--- src/pkg/gpio_pkg.sv ---
// Package: register map, mode codes and pin-group types for the GPIO port block
package gpio_pkg;

  // ****************************************
  // Widths
  // ****************************************
  localparam int PORT_COUNT = 3;
  localparam int PINS_PER_PORT = 8;
  localparam int PIN_COUNT = 24;
  localparam int ADDR_W = 6;
  localparam int MODE_W = 4;

  // ****************************************
  // Register map (word addresses, block-local)
  // ****************************************
  localparam logic [5:0] PORT_STRIDE = 6'h08;
  localparam logic [2:0] OFS_MODE_LOW = 3'h0;
  localparam logic [2:0] OFS_MODE_HIGH = 3'h1;
  localparam logic [2:0] OFS_INPUT = 3'h2;
  localparam logic [2:0] OFS_OUTPUT = 3'h3;
  localparam logic [2:0] OFS_SET = 3'h4;
  localparam logic [2:0] OFS_CLEAR = 3'h5;
  localparam logic [2:0] OFS_WAKE = 3'h6;
  localparam logic [5:0] ADDR_DEBUG_CFG = 6'h18;
  localparam logic [5:0] ADDR_TIMER_OPT = 6'h19;
  localparam logic [5:0] ADDR_TIMER_EN = 6'h1a;

  // ****************************************
  // Field positions
  // ****************************************
  localparam int DBG_EXTREG_BIT = 0;
  localparam int DBG_DISABLE_BIT = 1;
  localparam int TOPT_CH_LSB = 4;

  // ****************************************
  // Reset values
  // ****************************************
  localparam logic [15:0] MODE_RESET = 16'h4444;
  localparam logic [7:0] OUT_RESET = 8'h00;
  localparam logic [7:0] WAKE_RESET = 8'h00;
  localparam logic [1:0] DBG_RESET = 2'h1;
  localparam logic [7:0] TOPT_RESET = 8'h00;
  localparam logic [3:0] TEN_RESET = 4'h0;

  // ****************************************
  // Mode codes
  // ****************************************
  typedef enum logic [3:0] {
    MODE_ANALOG = 4'h0,
    MODE_OUT_PP = 4'h1,
    MODE_IN_FLOAT = 4'h4,
    MODE_OUT_OD = 4'h5,
    MODE_IN_PULL = 4'h8,
    MODE_ALT_PP = 4'h9,
    MODE_ALT_SCLK = 4'hb,
    MODE_ALT_OD = 4'hd
  } pin_mode_t;

  // ****************************************
  // Pin-facing carriers
  // ****************************************
  typedef struct packed {
    logic [PIN_COUNT-1:0] out;
    logic [PIN_COUNT-1:0] oe;
    logic [PIN_COUNT-1:0] pull_up;
    logic [PIN_COUNT-1:0] pull_down;
    logic [PIN_COUNT-1:0] analog;
  } pad_ctrl_t;

  typedef struct packed {
    logic jtag_active;
    logic swd_active;
    logic jtag_data_out;
    logic swd_data_out;
    logic swd_data_oe;
  } debug_io_t;

endpackage

--- src/rtl/gpio_port_config_mux.sv ---
// Module: 24-pin GPIO block with mode decode, output muxing and forced functions
`timescale 1ns/1ns
`default_nettype none
// Operation
// 24 pins in three ports of eight, bit index is pin number
// Each pin has its own 4-bit mode field
// Low mode register holds pins 3..0, high register pins 7..4
// Mode 0x0 analog: input forced high, reads 1, output off
// Mode 0x4 floating digital input, no pulls, output off
// Mode 0x8 pulled input, output bit 1 pull-up, 0 pull-down
// Mode 0x1 push-pull from output register bit
// Mode 0x5 open-drain from output register bit
// Mode 0x9 push-pull from peripheral output
// Mode 0xD open-drain from peripheral output
// Mode 0xB push-pull alternate for SPI master clock pins
// Digitised input feeds input register, peripherals, wake and interrupt logic
// Exactly one output source; input and analog modes drive nothing
// Set and clear registers change only the written one bits
// Wake-enable register picks pins that may wake the device
// Enabled timer channels override serial controller outputs on shared pins
// Option bits 4..7 route channels to PA0,3,1,2 or PB1..4
// PA4 and PA5 carry packet trace or processor trace bits
// Alternate mode with no peripheral drives constant 0
// Regulator enable bit forces PA7 open-drain regulator output
// JTAG active forces PC0, PC2, PC3, PC4 functions
// Serial-wire active makes PC4 debugger-controlled data line
// Debug-disable bit releases PC0, PC2, PC3, PC4
// Reset: floating inputs, regulator bit set, debug-disable clear
// Undefined mode codes behave as analog
module gpio_port_config_mux (
  input wire logic i_core_clk,
  input wire logic i_reset,
  input wire logic [gpio_pkg::ADDR_W-1:0] i_addr,
  input wire logic [15:0] i_wdata,
  input wire logic i_wr,
  input wire logic i_rd,
  output logic [15:0] o_rdata,
  input wire logic [gpio_pkg::PIN_COUNT-1:0] i_pad_in,
  output gpio_pkg::pad_ctrl_t o_pad,
  output logic [gpio_pkg::PIN_COUNT-1:0] o_pin_level,
  output logic [gpio_pkg::PIN_COUNT-1:0] o_wake_enable,
  input wire logic [gpio_pkg::PIN_COUNT-1:0] i_serial_out,
  input wire logic [3:0] i_timer_ch,
  input wire logic i_trace_sel,
  input wire logic i_packet_trace_enable,
  input wire logic i_packet_trace_data,
  input wire logic i_cpu_trace_bit_two,
  input wire logic i_cpu_trace_bit_three,
  input wire logic i_reg_enable,
  input wire gpio_pkg::debug_io_t i_debug
);

  // ****************************************
  // Functions
  // ****************************************
  // Undefined codes fold to analog
  function automatic gpio_pkg::pin_mode_t decode_mode(input logic [3:0] code);
    gpio_pkg::pin_mode_t m;
    unique case (code)
      4'h0, 4'h1, 4'h4, 4'h5, 4'h8, 4'h9, 4'hb, 4'hd: m = gpio_pkg::pin_mode_t'(code);
      default: m = gpio_pkg::MODE_ANALOG;
    endcase
    return m;
  endfunction

  function automatic logic [7:0] port_byte(input logic [23:0] v, input logic [1:0] p);
    logic [7:0] b;
    unique case (p)
      2'd0: b = v[7:0];
      2'd1: b = v[15:8];
      default: b = v[23:16];
    endcase
    return b;
  endfunction

  // ****************************************
  // Registers
  // ****************************************
  logic [3:0] mode_field [gpio_pkg::PIN_COUNT];
  logic [gpio_pkg::PIN_COUNT-1:0] port_output_value;
  logic [gpio_pkg::PIN_COUNT-1:0] port_wake_enable;
  logic [1:0] debug_config_register;
  logic [7:0] timer_option_register;
  logic [3:0] timer_channel_enable_register;
  logic [gpio_pkg::PIN_COUNT-1:0] port_input_level;

  logic [1:0] sel_port;
  logic [2:0] sel_reg;
  logic port_hit;
  assign sel_port = i_addr[4:3];
  assign sel_reg = i_addr[2:0];
  assign port_hit = (i_addr[5] == 1'b0) && (sel_port != 2'd3);

  // Mode fields: low register pins 3..0, high register pins 7..4
  always_ff @(posedge i_core_clk or posedge i_reset) begin
    if (i_reset) begin
      for (int k = 0; k < gpio_pkg::PIN_COUNT; k++) begin
        mode_field[k] <= gpio_pkg::MODE_RESET[3:0];
      end
    end else if (i_wr && port_hit) begin
      for (int n = 0; n < 4; n++) begin
        if (sel_reg == gpio_pkg::OFS_MODE_LOW) begin
          mode_field[8 * sel_port + n] <= i_wdata[4*n +: 4];
        end
        if (sel_reg == gpio_pkg::OFS_MODE_HIGH) begin
          mode_field[8 * sel_port + n + 4] <= i_wdata[4*n +: 4];
        end
      end
    end
  end

  // Output register with atomic set and clear
  always_ff @(posedge i_core_clk or posedge i_reset) begin
    if (i_reset) begin
      port_output_value <= {gpio_pkg::PORT_COUNT{gpio_pkg::OUT_RESET}};
    end else if (i_wr && port_hit) begin
      for (int n = 0; n < 8; n++) begin
        unique case (sel_reg)
          gpio_pkg::OFS_OUTPUT: port_output_value[8 * sel_port + n] <= i_wdata[n];
          gpio_pkg::OFS_SET: begin
            if (i_wdata[n]) begin
              port_output_value[8 * sel_port + n] <= 1'b1;
            end
          end
          gpio_pkg::OFS_CLEAR: begin
            if (i_wdata[n]) begin
              port_output_value[8 * sel_port + n] <= 1'b0;
            end
          end
          default: ;
        endcase
      end
    end
  end

  always_ff @(posedge i_core_clk or posedge i_reset) begin
    if (i_reset) begin
      port_wake_enable <= {gpio_pkg::PORT_COUNT{gpio_pkg::WAKE_RESET}};
    end else if (i_wr && port_hit && sel_reg == gpio_pkg::OFS_WAKE) begin
      port_wake_enable[8 * sel_port +: 8] <= i_wdata[7:0];
    end
  end

  always_ff @(posedge i_core_clk or posedge i_reset) begin
    if (i_reset) begin
      debug_config_register <= gpio_pkg::DBG_RESET;
      timer_option_register <= gpio_pkg::TOPT_RESET;
      timer_channel_enable_register <= gpio_pkg::TEN_RESET;
    end else if (i_wr) begin
      if (i_addr == gpio_pkg::ADDR_DEBUG_CFG) begin
        debug_config_register <= i_wdata[1:0];
      end
      if (i_addr == gpio_pkg::ADDR_TIMER_OPT) begin
        timer_option_register <= i_wdata[7:0];
      end
      if (i_addr == gpio_pkg::ADDR_TIMER_EN) begin
        timer_channel_enable_register <= i_wdata[3:0];
      end
    end
  end

  // ****************************************
  // Read port
  // ****************************************
  always_ff @(posedge i_core_clk or posedge i_reset) begin
    if (i_reset) begin
      o_rdata <= 16'h0000;
    end else if (i_rd) begin
      o_rdata <= 16'h0000;
      if (port_hit) begin
        unique case (sel_reg)
          gpio_pkg::OFS_MODE_LOW: begin
            for (int n = 0; n < 4; n++) begin
              o_rdata[4*n +: 4] <= mode_field[8 * sel_port + n];
            end
          end
          gpio_pkg::OFS_MODE_HIGH: begin
            for (int n = 0; n < 4; n++) begin
              o_rdata[4*n +: 4] <= mode_field[8 * sel_port + n + 4];
            end
          end
          gpio_pkg::OFS_INPUT: o_rdata[7:0] <= port_byte(port_input_level, sel_port);
          gpio_pkg::OFS_OUTPUT: o_rdata[7:0] <= port_byte(port_output_value, sel_port);
          gpio_pkg::OFS_WAKE: o_rdata[7:0] <= port_byte(port_wake_enable, sel_port);
          default: ;
        endcase
      end else if (i_addr == gpio_pkg::ADDR_DEBUG_CFG) begin
        o_rdata[1:0] <= debug_config_register;
      end else if (i_addr == gpio_pkg::ADDR_TIMER_OPT) begin
        o_rdata[7:0] <= timer_option_register;
      end else if (i_addr == gpio_pkg::ADDR_TIMER_EN) begin
        o_rdata[3:0] <= timer_channel_enable_register;
      end
    end
  end

  // ****************************************
  // Alternate source selection
  // ****************************************
  logic [gpio_pkg::PIN_COUNT-1:0] alt_value;
  logic [gpio_pkg::PIN_COUNT-1:0] alt_present;
  logic extreg_on;
  logic jtag_on;
  logic swd_on;
  assign extreg_on = debug_config_register[gpio_pkg::DBG_EXTREG_BIT];
  assign jtag_on = i_debug.jtag_active
    && !debug_config_register[gpio_pkg::DBG_DISABLE_BIT];
  assign swd_on = i_debug.swd_active
    && !debug_config_register[gpio_pkg::DBG_DISABLE_BIT];

  always_comb begin
    alt_value = i_serial_out;
    alt_present = '1;
    for (int c = 0; c < 4; c++) begin
      if (timer_channel_enable_register[c]) begin
        if (timer_option_register[gpio_pkg::TOPT_CH_LSB + c]) begin
          alt_value[8 + 1 + c] = i_timer_ch[c];
        end else begin
          unique case (c)
            0: alt_value[0] = i_timer_ch[c];
            1: alt_value[3] = i_timer_ch[c];
            2: alt_value[1] = i_timer_ch[c];
            default: alt_value[2] = i_timer_ch[c];
          endcase
        end
      end
    end
    alt_value[4] = i_trace_sel ? i_cpu_trace_bit_two : i_packet_trace_enable;
    alt_value[5] = i_trace_sel ? i_cpu_trace_bit_three : i_packet_trace_data;
    alt_present[7] = 1'b0;
  end

  // ****************************************
  // Per-pin mode decode and forcing
  // ****************************************
  gpio_pkg::pad_ctrl_t next_pad;
  logic [gpio_pkg::PIN_COUNT-1:0] next_level;

  always_comb begin
    gpio_pkg::pin_mode_t m;
    logic drive;
    m = gpio_pkg::MODE_ANALOG;
    drive = 1'b0;
    next_pad = '0;
    for (int k = 0; k < gpio_pkg::PIN_COUNT; k++) begin
      m = decode_mode(mode_field[k]);
      drive = alt_present[k] ? alt_value[k] : 1'b0;
      unique case (m)
        gpio_pkg::MODE_ANALOG: next_pad.analog[k] = 1'b1;
        gpio_pkg::MODE_IN_FLOAT: ;
        gpio_pkg::MODE_IN_PULL: begin
          next_pad.pull_up[k] = port_output_value[k];
          next_pad.pull_down[k] = !port_output_value[k];
        end
        gpio_pkg::MODE_OUT_PP: begin
          next_pad.out[k] = port_output_value[k];
          next_pad.oe[k] = 1'b1;
        end
        gpio_pkg::MODE_OUT_OD: next_pad.oe[k] = !port_output_value[k];
        gpio_pkg::MODE_ALT_PP, gpio_pkg::MODE_ALT_SCLK: begin
          next_pad.out[k] = drive;
          next_pad.oe[k] = 1'b1;
        end
        gpio_pkg::MODE_ALT_OD: next_pad.oe[k] = !drive;
      endcase
    end
    if (extreg_on) begin
      next_pad.analog[7] = 1'b0;
      next_pad.pull_up[7] = 1'b0;
      next_pad.pull_down[7] = 1'b0;
      next_pad.out[7] = 1'b0;
      next_pad.oe[7] = !i_reg_enable;
    end
    if (jtag_on) begin
      for (int k = 16; k <= 20; k++) begin
        if (k != 17) begin
          next_pad.analog[k] = 1'b0;
          next_pad.pull_down[k] = 1'b0;
          next_pad.pull_up[k] = (k != 18);
          next_pad.out[k] = (k == 18) ? i_debug.jtag_data_out : 1'b0;
          next_pad.oe[k] = (k == 18);
        end
      end
    end else if (swd_on) begin
      next_pad.analog[20] = 1'b0;
      next_pad.pull_up[20] = 1'b0;
      next_pad.pull_down[20] = 1'b0;
      next_pad.out[20] = i_debug.swd_data_out;
      next_pad.oe[20] = i_debug.swd_data_oe;
    end
    next_level = i_pad_in | next_pad.analog;
  end

  always_ff @(posedge i_core_clk or posedge i_reset) begin
    if (i_reset) begin
      o_pad <= '0;
      port_input_level <= '0;
      o_pin_level <= '0;
      o_wake_enable <= '0;
    end else begin
      o_pad <= next_pad;
      port_input_level <= next_level;
      o_pin_level <= next_level;
      o_wake_enable <= port_wake_enable;
    end
  end
endmodule // gpio_port_config_mux
`default_nettype wire

--- config.mk ---
export PLATFORM = sky130hd
export DESIGN_NAME = gpio_port_config_mux
export DESIGN_NICKNAME = d
export VERILOG_FILES = /design/src/pkg/gpio_pkg.sv /design/src/rtl/gpio_port_config_mux.sv
export SDC_FILE = /design/constraint.sdc
export NUM_CORES = 1
export LEC_CHECK = 0
export BUFFER_PORTS_ARGS = -buffer_cell sky130_fd_sc_hd__buf_4
export CAP_MARGIN = 25
export CORE_ASPECT_RATIO = 1.5
export CORE_MARGIN = 2
export CORE_UTILIZATION = 51
export CTS_CLUSTER_DIAMETER = 50
export DETAILED_ROUTE_END_ITERATION = 8
export GPL_ROUTABILITY_DRIVEN = 0
export PLACE_DENSITY = 0.77
export SYNTH_ARGS = -nofsm -noshare
export SYNTH_HDL_FRONTEND = slang
export SYNTH_SLANG_ARGS = --single-unit
--- constraint.sdc ---
create_clock -name i_core_clk -period 11.7 [get_ports i_core_clk]
set_clock_uncertainty 0.1 [all_clocks]
set_input_delay 2.34 -clock i_core_clk [delete_from_list [all_inputs] [get_ports i_core_clk]]
set_output_delay 2.34 -clock i_core_clk [all_outputs]
set_load 0.02 [all_outputs]
==> run summary <==
RUN STATUS
--------------------------------------------------------------------------------------------------
Run status                                                                            complete, no violations

ROUTING
--------------------------------------------------------------------------------------------------
Detailed-route wire length per cell                                                       21.82 µm
Vias per std cell                                                                            5.851
DRT iter0 DRCs                                                                                 923
First-pass iteration count of the detailed router                                                8
Final routed wirelength across all metal layers                                           44530 µm
Number of vias in the routed layout                                                         11.94k
DRC viols                                                                                        0
Number of nets still failing antenna checks after routing                                        0

TIMING
--------------------------------------------------------------------------------------------------
Final number of hold-violating endpoints                                                         0
RSZ-0062 raised after global routing                                                         false
Slew margin rel.                                                                            25.60%
Accumulated negative setup slack                                                              0 ps
Final Critical Period                                                                      4847 ps
Transition at the pin with the smallest max-transition slack                               1101 ps
Period utilisation layout                                                                   41.43%
Slew Limit Fails                                                                                 0
Final setup violating endpoints                                                                  0
Max Fclk                                                                                 206.3 MHz

DIE
--------------------------------------------------------------------------------------------------
Chip Height                                                                               217.5 µm
Die footprint                                                                            31810 µm²
Num ports                                                                                      273
Standard-cell rows                                                                              78
Chip width                                                                                146.3 µm
Area inside the core boundary                                                            30060 µm²
Initial standard-cell utilization of the core                                               51.54%

CTS
--------------------------------------------------------------------------------------------------
Number of setup buffers added after CTS                                                          0
Count of hold buffers inserted by post-cts repair                                                0
Number of instances resized during post-cts repair                                               0
Level count of the clock H-tree                                                                  2
TritonCTS clock tree                                                                          done
Number of clock buffers inserted by TritonCTS                                                   35
Clock transition time at the flip-flop clock pins of the worst setup and hold paths          60 ps
Maximum clock insertion buffer count                                                             3
Clock insertion delay at the later pin of the skew report                                   520 ps
Total number of clock tree sinks                                                               342
Cell chosen for the clock root                                                           clkbuf_16

SYNTHESIS
--------------------------------------------------------------------------------------------------
Yosys cell types                                                                                68
Post-synthesis register bit count                                                              342
Number of warnings printed during yosys synthesis                                                0
Seq/Total Area, Yosys                                                                       55.45%
Area of the mapped netlist                                                               15490 µm²
Synthesized netlist cell count                                                                1382
Mapped Avg Cell Area                                                                     11.21 µm²
Leading post-synthesis cells by cell area                                             dfrtp_1 51%, mux2_2 8.1%, dfstp_2 4.2%, a21oi_1 3.6%, mux2i_1 2.9%
Asr flop ratio synth                                                                        100.0%
Yosys top cell area share                                                                   51.21%
Post-synth net total                                                                          1478
Largest area contributor in the synthesized netlist                                        dfrtp_1
Number of enable-type register cells in the synthesized netlist                                  0
Primary flip-flop cell chosen by synthesis mapping                                         dfrtp_1

GLOBAL ROUTE
--------------------------------------------------------------------------------------------------
Initial antenna violation count                                                                  0
GR Util met2                                                                                49.75%
Vias in the first global route                                                              12.09k
Global routing usage summed across all routing layers                                       28.05%
Most Crowded Layer GR                                                                         met2
Maximum number of pins on one net before global-route repair                                   185
Met3 track demand over resource                                                             5.335%
Sum of overflow across all layers after global routing                                           0
GRT met1 Usage                                                                              32.42%
First-pass GRT wire length                                                                68520 µm

POWER
--------------------------------------------------------------------------------------------------
PwrDens                                                                               165.6 nW/µm²
Leakage power                                                                             8.702 nW
Worst voltage drop across the vdd grid                                                 0.0001255 V

FINISH
--------------------------------------------------------------------------------------------------
Sequential cell area in the final layout                                                  8589 µm²
Post-route core utilization                                                                 63.06%
Ratio of cells with drive above 1 in the final layout                                       32.07%
Area growth syn-to-layout                                                                   22.37%
Post-layout nets                                                                              1710
Total area of multi-input combinational cells                                             6384 µm²
Number of filler instances in the final layout                                                2383

PLACE
--------------------------------------------------------------------------------------------------
Final HPWL DP                                                                             31440 µm
# port buffers                                                                                 269

JOB
--------------------------------------------------------------------------------------------------
Number of max-cap violations                                                                     0

SETUP PATH
--------------------------------------------------------------------------------------------------
Data arrival, critical path                                                                5170 ps
Required @ worst endpoint                                                                 12030 ps
Type of the worst setup path                                                                in2reg
Startpoint class of the critical path                                                    input pin
Endpoint kind of the worst setup timing path                                             flip-flop
Crit path max fanout                                                                            45

MIN PATH
--------------------------------------------------------------------------------------------------
Path category of the worst min-delay check                                                 reg2reg

-- per-layer routing --
metal | routed length [µm] | share of wire [%] | vias up
met5 | 0 | 0 | -
met2 | 22810 | 51 | 483
met4 | 2553 | 5.7 | 0
met3 | 2756 | 6.2 | 150
li1 | - | - | 5448
met1 | 16410 | 37 | 5860
-- final timing paths --
check | endpoint | cells after the start | slack, ps | startpoint
min in group asynchronous | port_input_level[4] | 3 | 2010 | i_reset
max in group asynchronous | mode_field[76] | 4 | 7910 | i_reset
setup / recovery | port_wake_enable[9] | 7 | 6850 | i_addr[4]
hold / removal | o_wake_enable[20] | 0 | 310 | port_wake_enable[20]
setup reg to reg | port_input_level[16] | 3 | 9870 | debug_config_register[1]
hold reg to reg | o_wake_enable[20] | 0 | 310 | port_wake_enable[20]
-- sequential cells by signal, summed over array words and instances, names as in the netlist --
signal,flops
timer_channel_enable_register,4
o_pad,120
debug_config_register,2
mode_field,96
port_input_level,24
port_output_value,24
timer_option_register,8
o_rdata,16
port_wake_enable,24
o_wake_enable,24
-- stage by stage --
step | setup WS [ps] | total power [W] | instances | cell area [µm²] | hold WS, ps
floorplan | 4706 | 0.001725 | 1382 | 15490 | 266.8
global placement | 6276 | 0.001937 | 1976 | 17690 | 288.3
detailed placement | 6397 | 0.001958 | 1977 | 17700 | 290.3
CTS | 6943 | 0.003160 | 2040 | 18950 | 304.1
global route | 6658 | 0.003268 | 2040 | 18950 | 318.3
finish | 6853 | 0.003140 | 2041 | 18960 | 306.1
-- layout make-up --
class                      count  area share [%]
antenna                        1         0.01320
sequential                   342           45.31
clock inverter                12           1.017
timing repair buffer         275           11.04
tap                          400           2.640
multi-input combinational    925           33.68
clock buffer                  51           5.584
inverter                      35          0.7129
-- synth_stat cells, types with 3 or more instances --
| library cell | number |
|---|---|
| a211oi_1 | 25 |
| o22ai_1 | 23 |
| nor3b_1 | 24 |
| dfstp_2 | 25 |
| nor3_1 | 13 |
| nand2b_1 | 65 |
| mux2i_1 | 45 |
| and3_1 | 5 |
| buf_2 | 24 |
| nor2_1 | 47 |
| a21oi_1 | 111 |
| nor4bb_1 | 3 |
| a22oi_1 | 12 |
| nand3_1 | 22 |
| or2_2 | 25 |
| or3_1 | 4 |
| o221a_2 | 7 |
| a31oi_1 | 16 |
| a2bb2oi_1 | 8 |
| or3b_1 | 3 |
| clkbuf_1 | 46 |
| a22o_1 | 28 |
| nand2_1 | 110 |
| and3b_1 | 12 |
| nand2_2 | 4 |
| nand4b_1 | 4 |
| clkbuf_8 | 3 |
| and2b_2 | 6 |
| nor2b_1 | 10 |
| buf_1 | 3 |
| o21ai_0 | 62 |
| dfrtp_1 | 317 |
| nor4b_1 | 18 |
| mux2_2 | 112 |
| o221ai_1 | 8 |
| a21boi_0 | 5 |
| nor4_1 | 20 |
| inv_1 | 33 |
| ha_1 | 7 |
| buf_6 | 3 |
| o211ai_1 | 6 |
| and2_1 | 12 |
| o21a_1 | 9 |
| nand3b_1 | 5 |
-- cell families (layout without fill, tap and decap cells) --
family,count (synthesis),count (layout),synth area share [%]
and+or+nand+nor,425,425,15.65
DFF,342,342,55.45
AOI/OAI and AO/OA,332,332,13.68
muxes,158,158,11.12
buffers and inverters,115,373,3.360
adders and majority gates,7,7,0.5654
xor gates and xnor gates,3,3,0.1696
other,0,1,0
-- critical path, cell delays in order --
cell and delay (ps):
buf_4 390, clkinv_1 530, ha_2 360, buf_4 300, nor3b_1 910, nand2_1 100
o21ai_0 210
-- report_power, final --
group	leakage [nW]	switching (W)	internal [W]	total (W)
clock	0.619	0.000459	0.000740	0.00120
sequential	4.42	0.000122	0.00130	0.00143
combinational	3.67	0.000289	0.000226	0.000516
total	8.70	0.000870	0.00227	0.00314
-- cell usage in the layout (no fill, tap or decap), types with 10 or more instances in the layout --
cell type / n
dfstp_2: 25
nor3b_1: 24
nor4_1: 20
o22ai_1: 23
mux2_2: 112
or2_2: 25
nor2_1: 47
o21ai_0: 62
nor2b_1: 10
a211oi_1: 25
a22oi_1: 12
a31oi_1: 16
nor4b_1: 18
nand2_1: 110
dfrtp_1: 317
a21oi_1: 111
and3b_1: 12
a22o_1: 28
nor3_1: 13
inv_1: 32
mux2i_1: 45
clkbuf_16: 37
and2_1: 12
nand3_1: 22
buf_4: 272
nand2b_1: 65
No activity file was read; power rests on OpenSTA's default activity.
